<file path="config.mk">
export PLATFORM = sky130hd
export DESIGN_NAME = nvm_access
export DESIGN_NICKNAME = d
export VERILOG_FILES = /design/src/nvm_pkg.sv /design/src/nvm_if.sv /design/src/nvm_array.sv /design/src/nvm_access.sv
export SDC_FILE = /design/constraint.sdc
export NUM_CORES = 2
export LEC_CHECK = 0
export CAP_MARGIN = 20
export CELL_PAD_IN_SITES_DETAIL_PLACEMENT = 0
export CELL_PAD_IN_SITES_GLOBAL_PLACEMENT = 1
export CORE_UTILIZATION = 45
export CTS_BUF_LIST = sky130_fd_sc_hd__clkbuf_8
export DETAILED_ROUTE_END_ITERATION = 8
export DONT_BUFFER_PORTS = 1
export HOLD_SLACK_MARGIN = 0.05
export PLACE_DENSITY = 0.7
export REMOVE_ABC_BUFFERS = 1
export SYNTH_ARGS = -nofsm -noshare
export SYNTH_HDL_FRONTEND = slang
export SYNTH_SLANG_ARGS = --single-unit
</file>
<file path="constraint.sdc">
create_clock -name core_clk -period 7.5 [get_ports core_clk]
set_clock_uncertainty 0.1 [all_clocks]
set_input_delay 0.375 -clock core_clk [delete_from_list [all_inputs] [get_ports core_clk]]
set_output_delay 0.375 -clock core_clk [all_outputs]
set_load 0.02 [all_outputs]
</file>
<file path="src/nvm_pkg.sv">
package nvm_pkg;
    // ----------------------------------------------------------------
    // clock and cycle timing
    // ----------------------------------------------------------------
    localparam int CLK_MHZ            = 40;
    localparam int ERASE_FAST_TIME_US = 3700;
    localparam int WRITE_FAST_TIME_US = 3000;
    localparam int ERASE_SLOW_TIME_US = 1900;
    localparam int WRITE_SLOW_TIME_US = 1600;
    localparam int ERASE_FAST_CYCLES  = ERASE_FAST_TIME_US * CLK_MHZ;
    localparam int WRITE_FAST_CYCLES  = WRITE_FAST_TIME_US * CLK_MHZ;
    localparam int ERASE_SLOW_CYCLES  = ERASE_SLOW_TIME_US * CLK_MHZ;
    localparam int WRITE_SLOW_CYCLES  = WRITE_SLOW_TIME_US * CLK_MHZ;
    localparam int READ_CYCLES        = 4;
    localparam int CNT_W              = 20;
    localparam int NVM_DEPTH          = 512;
    localparam int NVM_AW             = 9;

    // ----------------------------------------------------------------
    // register map
    // ----------------------------------------------------------------
    localparam logic [7:0] ADDR_LOW_OFS  = 8'h20;
    localparam logic [7:0] ADDR_HIGH_OFS = 8'h21;
    localparam logic [7:0] DATA_OFS      = 8'h22;
    localparam logic [7:0] CTRL_OFS      = 8'h40;
    localparam logic       SECTOR_0      = 1'b0;
    localparam logic       SECTOR_1      = 1'b1;
    localparam logic [7:0] RESET_BYTE    = 8'h00;
    localparam logic [7:0] ERASED_BYTE   = 8'hFF;

    // ----------------------------------------------------------------
    // control fields
    // ----------------------------------------------------------------
    localparam int CTRL_TIMING     = 7;
    localparam int CTRL_ERASE_EN   = 6;
    localparam int CTRL_ERASE_TRIG = 5;
    localparam int CTRL_MODE       = 4;
    localparam int CTRL_WRITE_EN   = 3;
    localparam int CTRL_WRITE_TRIG = 2;
    localparam int CTRL_READ_EN    = 1;
    localparam int CTRL_READ_TRIG  = 0;

    typedef enum logic [1:0] {
        OP_ERASE,
        OP_WRITE,
        OP_READ
    } nvm_op_type;
endpackage

</file>
<file path="src/nvm_if.sv">
interface nvm_if #(
    parameter int CW = nvm_pkg::CNT_W,
    parameter int AW = nvm_pkg::NVM_AW
);
    logic                start;
    nvm_pkg::nvm_op_type op;
    logic [AW-1:0]       addr;
    logic [7:0]          wdata;
    logic [CW-1:0]       cycles;
    logic [7:0]          rdata;
    logic                busy;
    logic                done;

    modport ctrl (output start, output op, output addr, output wdata, output cycles,
                  input rdata, input busy, input done);
    modport mem  (input start, input op, input addr, input wdata, input cycles,
                  output rdata, output busy, output done);
endinterface

</file>
<file path="src/nvm_array.sv">
module nvm_array #(
    parameter int DEPTH = nvm_pkg::NVM_DEPTH,
    parameter int CW    = nvm_pkg::CNT_W,
    parameter int AW    = nvm_pkg::NVM_AW
) (
    input wire logic core_clk,
    input wire logic arst_n,
    nvm_if.mem       bus
);
    import nvm_pkg::*;

    typedef enum logic {
        ST_IDLE,
        ST_BUSY
    } arr_state_type;

    typedef struct packed {
        arr_state_type st;
        logic [CW-1:0] cnt;
        nvm_op_type    op;
        logic [AW-1:0] addr;
        logic [7:0]    wdata;
        logic [7:0]    rdata;
        logic          busy;
        logic          done;
    } arr_type;

    arr_type    s_q;
    arr_type    s_d;
    logic [7:0] mem_q [DEPTH];
    logic       commit;

    // ----------------------------------------------------------------
    // cycle sequencer
    // ----------------------------------------------------------------
    always_comb begin
        s_d    = s_q;
        commit = 1'b0;
        s_d.done = 1'b0;
        case (s_q.st)
            ST_IDLE: begin
                if (bus.start) begin
                    s_d.st    = ST_BUSY;
                    s_d.cnt   = bus.cycles;
                    s_d.op    = bus.op;
                    s_d.addr  = bus.addr;
                    s_d.wdata = bus.wdata;
                    s_d.busy  = 1'b1;
                end
            end
            ST_BUSY: begin
                if (s_q.cnt <= CW'(1)) begin
                    commit   = 1'b1;
                    s_d.st   = ST_IDLE;
                    s_d.busy = 1'b0;
                    s_d.done = 1'b1;
                    if (s_q.op == OP_READ) begin
                        s_d.rdata = mem_q[s_q.addr];
                    end
                end else begin
                    s_d.cnt = s_q.cnt - CW'(1);
                end
            end
            default: begin
                s_d.st = ST_IDLE;
            end
        endcase
    end

    always_ff @(posedge core_clk or negedge arst_n) begin
        if (!arst_n) begin
            s_q <= '0;
        end else begin
            s_q <= s_d;
        end
    end

    // ----------------------------------------------------------------
    // storage, one byte per cycle
    // ----------------------------------------------------------------
    always_ff @(posedge core_clk) begin
        if (commit && s_q.op == OP_ERASE) begin
            mem_q[s_q.addr] <= ERASED_BYTE;
        end else if (commit && s_q.op == OP_WRITE) begin
            mem_q[s_q.addr] <= s_q.wdata;
        end
    end

    assign bus.rdata = s_q.rdata;
    assign bus.busy  = s_q.busy;
    assign bus.done  = s_q.done;
endmodule

</file>
<file path="src/nvm_access.sv">
// Function
// - 512 bytes, 9-bit address, not memory mapped
// - each access moves one byte via data
// - address and data registers directly in sector 0
// - control at sector 1 offset 40H, indirect
// - address low gives bits 7..0, reset zero
// - address high bit 0 gives bit 8
// - address high bits 7..1 read zero
// - data register 8 bits, reset zero
// - erase enable must be high to erase
// - erase enable low inhibits erase
// - erase trigger starts erase, self clears
module nvm_access #(
    parameter int ERASE_FAST_CYCLES = nvm_pkg::ERASE_FAST_CYCLES,
    parameter int WRITE_FAST_CYCLES = nvm_pkg::WRITE_FAST_CYCLES,
    parameter int ERASE_SLOW_CYCLES = nvm_pkg::ERASE_SLOW_CYCLES,
    parameter int WRITE_SLOW_CYCLES = nvm_pkg::WRITE_SLOW_CYCLES,
    parameter int READ_CYCLES       = nvm_pkg::READ_CYCLES
) (
    input  wire logic       core_clk,
    input  wire logic       arst_n,
    input  wire logic       sfr_sector,
    input  wire logic       sfr_indirect,
    input  wire logic [7:0] sfr_addr,
    input  wire logic       sfr_wr,
    input  wire logic       sfr_rd,
    input  wire logic [7:0] sfr_wdata,
    output logic      [7:0] sfr_rdata,
    output logic            nvm_busy
);
    import nvm_pkg::*;

    typedef struct packed {
        logic [7:0] addr_low;
        logic       addr_bit8;
        logic [7:0] data;
        logic [7:0] ctrl;
        logic [7:0] rdata;
        logic       busy;
        logic       start;
        nvm_op_type op;
        logic [CNT_W-1:0] cycles;
    } top_type;

    top_type s_q;
    top_type s_d;

    nvm_if #(.CW(CNT_W), .AW(NVM_AW)) arr_bus ();

    nvm_array #(
        .DEPTH (NVM_DEPTH),
        .CW    (CNT_W),
        .AW    (NVM_AW)
    ) u_array (
        .core_clk (core_clk),
        .arst_n   (arst_n),
        .bus      (arr_bus.mem)
    );

    // ----------------------------------------------------------------
    // decode helpers
    // ----------------------------------------------------------------
    function automatic logic direct_hit(input logic sec, input logic ind,
                                        input logic [7:0] a, input logic [7:0] ofs);
        direct_hit = (sec == SECTOR_0) && !ind && (a == ofs);
    endfunction

    function automatic logic ctrl_hit(input logic sec, input logic ind,
                                      input logic [7:0] a);
        ctrl_hit = (sec == SECTOR_1) && ind && (a == CTRL_OFS);
    endfunction

    function automatic logic [CNT_W-1:0] cycle_count(input nvm_op_type op, input logic fast);
        case (op)
            OP_ERASE: begin
                cycle_count = fast ? CNT_W'(ERASE_FAST_CYCLES) : CNT_W'(ERASE_SLOW_CYCLES);
            end
            OP_WRITE: begin
                cycle_count = fast ? CNT_W'(WRITE_FAST_CYCLES) : CNT_W'(WRITE_SLOW_CYCLES);
            end
            OP_READ: begin
                cycle_count = CNT_W'(READ_CYCLES);
            end
            default: begin
                cycle_count = CNT_W'(READ_CYCLES);
            end
        endcase
    endfunction

    function automatic logic [7:0] clear_trigger(input logic [7:0] c, input nvm_op_type op);
        clear_trigger = c;
        case (op)
            OP_ERASE: begin
                clear_trigger[CTRL_ERASE_TRIG] = 1'b0;
            end
            OP_WRITE: begin
                clear_trigger[CTRL_WRITE_TRIG] = 1'b0;
            end
            OP_READ: begin
                clear_trigger[CTRL_READ_TRIG] = 1'b0;
            end
            default: begin
                clear_trigger = c;
            end
        endcase
    endfunction

    function automatic logic [7:0] read_mux(input logic lo, input logic hi, input logic dat,
                                            input logic ctl, input top_type s);
        read_mux = RESET_BYTE;
        if (lo) begin
            read_mux = s.addr_low;
        end else if (hi) begin
            read_mux = {7'h00, s.addr_bit8};
        end else if (dat) begin
            read_mux = s.data;
        end else if (ctl) begin
            read_mux = s.ctrl;
        end
    endfunction

    logic hit_low;
    logic hit_high;
    logic hit_data;
    logic hit_ctrl;
    logic [7:0] ctrl_wr;

    always_comb begin
        hit_low  = direct_hit(sfr_sector, sfr_indirect, sfr_addr, ADDR_LOW_OFS);
        hit_high = direct_hit(sfr_sector, sfr_indirect, sfr_addr, ADDR_HIGH_OFS);
        hit_data = direct_hit(sfr_sector, sfr_indirect, sfr_addr, DATA_OFS);
        hit_ctrl = ctrl_hit(sfr_sector, sfr_indirect, sfr_addr);
        ctrl_wr  = sfr_wdata;
    end

    // ----------------------------------------------------------------
    // register file and cycle launch
    // ----------------------------------------------------------------
    always_comb begin
        s_d       = s_q;
        s_d.start = 1'b0;
        s_d.busy  = arr_bus.busy | s_q.start;

        // finished cycle clears its trigger first, so a same-cycle set wins
        if (arr_bus.done) begin
            s_d.ctrl = clear_trigger(s_q.ctrl, s_q.op);
        end

        if (sfr_wr && hit_low) begin
            s_d.addr_low = sfr_wdata;
        end
        if (sfr_wr && hit_high) begin
            s_d.addr_bit8 = sfr_wdata[0];
        end
        if (sfr_wr && hit_data) begin
            s_d.data = sfr_wdata;
        end
        if (sfr_wr && hit_ctrl) begin
            s_d.ctrl[CTRL_TIMING]   = ctrl_wr[CTRL_TIMING];
            s_d.ctrl[CTRL_ERASE_EN] = ctrl_wr[CTRL_ERASE_EN];
            s_d.ctrl[CTRL_MODE]     = ctrl_wr[CTRL_MODE];
            s_d.ctrl[CTRL_WRITE_EN] = ctrl_wr[CTRL_WRITE_EN];
            s_d.ctrl[CTRL_READ_EN]  = ctrl_wr[CTRL_READ_EN];
            // a trigger sets only while its enable is already high
            if (ctrl_wr[CTRL_ERASE_TRIG] && s_q.ctrl[CTRL_ERASE_EN]) begin
                s_d.ctrl[CTRL_ERASE_TRIG] = 1'b1;
            end
            if (ctrl_wr[CTRL_WRITE_TRIG] && s_q.ctrl[CTRL_WRITE_EN]) begin
                s_d.ctrl[CTRL_WRITE_TRIG] = 1'b1;
            end
            if (ctrl_wr[CTRL_READ_TRIG] && s_q.ctrl[CTRL_READ_EN]) begin
                s_d.ctrl[CTRL_READ_TRIG] = 1'b1;
            end
        end

        // finished read loads the data register over a software write
        if (arr_bus.done && s_q.op == OP_READ) begin
            s_d.data = arr_bus.rdata;
        end

        // launch from stored triggers, erase first
        if (!s_q.busy && !arr_bus.busy && !arr_bus.done && !s_q.start) begin
            if (s_q.ctrl[CTRL_ERASE_TRIG] && s_q.ctrl[CTRL_ERASE_EN]) begin
                s_d.start  = 1'b1;
                s_d.op     = OP_ERASE;
                s_d.cycles = cycle_count(OP_ERASE, s_q.ctrl[CTRL_TIMING]);
            end else if (s_q.ctrl[CTRL_WRITE_TRIG] && s_q.ctrl[CTRL_WRITE_EN]) begin
                s_d.start  = 1'b1;
                s_d.op     = OP_WRITE;
                s_d.cycles = cycle_count(OP_WRITE, s_q.ctrl[CTRL_TIMING]);
            end else if (s_q.ctrl[CTRL_READ_TRIG] && s_q.ctrl[CTRL_READ_EN]) begin
                s_d.start  = 1'b1;
                s_d.op     = OP_READ;
                s_d.cycles = cycle_count(OP_READ, s_q.ctrl[CTRL_TIMING]);
            end
        end
        if (s_d.start) begin
            s_d.busy = 1'b1;
        end

        // read mux, unmapped reads zero
        s_d.rdata = RESET_BYTE;
        if (sfr_rd) begin
            s_d.rdata = read_mux(hit_low, hit_high, hit_data, hit_ctrl, s_q);
        end
    end

    always_ff @(posedge core_clk or negedge arst_n) begin
        if (!arst_n) begin
            s_q <= '0;
        end else begin
            s_q <= s_d;
        end
    end

    // ----------------------------------------------------------------
    // array link and outputs
    // ----------------------------------------------------------------
    assign arr_bus.start  = s_q.start;
    assign arr_bus.op     = s_q.op;
    assign arr_bus.addr   = {s_q.addr_bit8, s_q.addr_low};
    assign arr_bus.wdata  = s_q.data;
    assign arr_bus.cycles = s_q.cycles;
    assign sfr_rdata      = s_q.rdata;
    assign nvm_busy       = s_q.busy;
endmodule

</file>
==> impl_results.md <==
- Status: finished with violations
- Failing checks: design-rule violations
- RD Place Congestion: 0.885
- Fin nets: 8,079
- Post-synth top area cell: edfxtp_1
- Avg WL per Cell: 33.4 um
- Clock-pin slew on the worst setup and hold paths: approximately 0.07 ns
- Yosys top cell area share: 75.8%
- Max-cap check violation count: 0
- Worst-Skew Late Latency: between 1 and 1.5 ns
- Largest net degree at the start of global routing: 188
- WP data arrival: about 6.8 ns
- Min-Delay Endpoint: arr_bus.wdata[1]
- Starting Density: 45.2%
- I/O Pins: 31
- Crit path max-delay family: simple AND/OR/NAND/NOR gates
- Peak supply drop: 0.193 mV
- Sw Ratio: 21.6%
- Via count: just over 80,000
- Fin util: 50.4%
- Fill count: 28,200
- Cell leakage power: roughly 0.067 uW
- Critical Path Source Type: register
- DR DRC count: 2
- Slew @ Worst Pin: 1.19 ns
- First-pass GRT wire length: approximately 630 mm
- CTS buffer count: between 600 and 700
- CTS tree: built
- # rows: 220
- Cts repair resizes: 0
- Setup TNS Final: 0 ns
- Reg power frac: about 58%
- CP Data Required Time: between 8 and 9 ns
- Root Buffer: clkbuf_8
- Tmin final: 5.85 ns
- Placed cell count: 12,100
- Critical path's slowest cell: dfrtp_4
- Initial DRC count: 10,300
- Critical Path Sink Type: register
- Ys Warns: 0
- Port Buffers: 0
- Fraction of layout cells with a size suffix above 1: 25.0%
- Multi-input gate area: 0.0349 mm2
- Slowest stage delay, CP: 1.18 ns
- Antenna viol nets, final: 0
- DP HPWL: 265 mm
- Worst Hold Path Cells: 4
- Ys flop type: edfxtp_1
- RSZ-0062 raised after global routing: false
- Drt first pass iters: 9
- Most common cell on crit path: and3_1
- Global Route Usage Sum: about a quarter
- Total power: 44,300 uW
- CP startpoint: u_array.s_q[18]
- Post-synthesis area per instance: 21.4 um2
- Synth top area cells: edfxtp_1 76%, mux4_2 14%, mux2i_1 1.6%
- Worst R2R Path Depth: 9
- Layout Cells excl Fill: 13,400
- Initial antenna violation count: 19
- Area Growth Syn to Fin: 11.5%
- Placed cell area: 0.168 mm2
- #FFs+latches synth: between 4,000 and 5,000
- Die Area: 0.363 mm2
- Mapped cell area: about 0.16 mm2
- Worst-path cell chain: buf_12, buf_4, mux4_2, mux2i_1, o21ai_0, nor3_1, and3_1, and3_1, a41oi_1
- Combinational power share: 1.3%
- Final instance area: 0.181 mm2
- Reg2Reg Setup Slack: 1.65 ns
- Sink Count: 4,190
- Fmax: between 150 and 200 MHz
- Critical path type: reg -> reg
- Final setup fails: 0
- CP bufs+invs: 2
- Vias in the first global route: 82,600
- Worst reg2reg endpoint: u_array.bus.rdata[4]
- Number of synthesized flops with an enable pin: 4,096
- Synth unique cells: 71
- Die Wd: ~600 um
- Clock power frac: 41.1%
- Via density: 6.14
- Fin crit share: 77.9%
- Psw: 9560 uW
- Sequential fraction of the synthesis area: 77.2%
- Hold_buf cts: 52
- HP Class: in -> reg
- Detailed Route WL: between 400 and 500 mm
- Pwr dens: between 200 and 250 mW/mm2
- Die Y: 603 um
- GR Overflow Total: 0
- Slew headroom: 21.0%
- Core area: 0.359 mm2
- Post-CTS Setup Inserts: 0
- Max Transition Viols Final: 0
- Internal: ~35,000 uW
- Register Area: 0.125 mm2
- # H-tree levels: 6
- Final hold vios: 0
- Cells after Synth: 7,596
- Critical hold path startpoint: sfr_wr
- Max clock buf depth: 4
- FFs w/ async S/R, synth: 2.24%
- Largest fanout on the critical path: 77
- Reg-to-Reg Start: u_array.s_q[18]
registers in the layout, indices dropped and copies added (netlist names):
register	flops
nvm_busy	1
s_q	8
sfr_rdata	8
arr_bus.addr	9
u_array.mem_q	4096
u_array.bus.done	1
arr_bus.cycles	8
arr_bus.op	1
arr_bus.wdata	8
u_array.bus.busy	1
u_array.s_q	40
arr_bus.start	1
u_array.bus.rdata	8
synth_stat cells, types with 5 or more instances:
cell	n
edfxtp_1	4096
mux4_2	1040
nor2_1	606
mux2i_1	264
a22oi_1	221
nand2_1	220
clkbuf_1	169
buf_2	165
dfrtp_1	94
a21oi_1	71
buf_4	71
nand3_1	70
o21ai_0	68
o22ai_1	39
buf_1	34
nand4_1	28
mux2_2	24
nor2b_1	22
nor4_1	20
nor3_1	19
a221oi_1	18
a22o_1	18
o211ai_1	18
buf_6	17
a31oi_1	16
or3_1	13
and2_1	12
or2_2	12
inv_1	11
nand2b_1	9
a211oi_1	8
a222oi_1	8
o21ai_1	8
and3_1	7
o32ai_1	6
or4_1	5
xnor2_1	5
how the worst max path moves through the flow:
stage                            endpoint  slack, ns  cells past startpoint
floorplan           u_array.mem_q[339][0]     -40.69                      2
global placement     u_array.bus.rdata[2]       1.07                      8
detailed placement   u_array.bus.rdata[4]       1.71                      9
CTS                  u_array.bus.rdata[4]       1.68                      9
global route         u_array.bus.rdata[4]       1.51                      9
finish               u_array.bus.rdata[4]       1.65                      9
tightest hold or removal path: cells and delay by family:
kind	cells	cell delay, ns
AOI/OAI and AO/OA	2	0.24
buffers and inverters	1	0.61
and+or+nand+nor	1	0.08
stage by stage:
stage	hold WS (ns)	setup slack, ns
6_report	0.0404	1.65
5_1_grt	0.0534	1.51
4_1_cts	0.0549	1.68
3_5_place_dp	-0.0179	1.71
3_3_place_gp	-0.0182	1.07
2_1_floorplan	-0.0206	-40.69
layer usage:
layer / part of all wire [%] / track usage [%]
met5: 0.064 / 0.462
met4: 3.9 / 9.16
met3: 10 / 6.24
met2: 47 / 37.9
met1: 39 / 33.1
kinds of logic (layout without fill, tap and decap cells):
| kind of cell | count (synthesis) | in the layout | share of synthesized area, % |
|---|---|---|---|
| DFF | 4190 | 4190 | 77.2 |
| muxes | 1328 | 1328 | 16.2 |
| and+or+nand+nor | 1071 | 1071 | 2.83 |
| AOI/OAI and AO/OA | 530 | 530 | 2.25 |
| buffers and inverters | 469 | 1449 | 1.45 |
| xor gates and xnor gates | 6 | 6 | 0.0324 |
| adders and majority gates | 2 | 2 | 0.0154 |
| other | 0 | 11 | 0 |
layout by cell type (no fill, tap or decap), drive strengths merged, types with 22 or more instances in the layout:
cell type    Yosys  final
mux2            24     24
mux4          1040   1040
o22ai           39     39
clkinv           0    237
nor2           610    610
a22oi          221    221
edfxtp        4096   4096
nor4            22     22
nand4           28     28
o21ai           76     76
inv             13    254
nor2b           22     22
dlygate4sd3      0     53
nand3           70     70
a21oi           71     71
nand2          220    220
mux2i          264    264
clkbuf         169    671
dfrtp           94     94
buf            287    202
power groups by stage:
stage | clock network [uW] | logic [uW] | registers, uW
floorplan | 0 | 485 | 26000
global placement | 0 | 556 | 26000
detailed placement | 0 | 555 | 26000
CTS | 18400 | 593 | 25500
global route | 19400 | 639 | 25500
finish | 18200 | 593 | 25500
cell type report:
cell class	count	share of cell area [%]
Multi-Input combinational cell	2937	19.3
Timing Repair Buffer	255	1.42
Antenna cell	11	0.0152
Inverter	13	0.0311
Clock buffer	671	5.10
Clock inverter	510	1.61
Tap cell	4773	3.30
Sequential cell	4190	69.2
No activity file was read; power rests on OpenSTA's default activity.
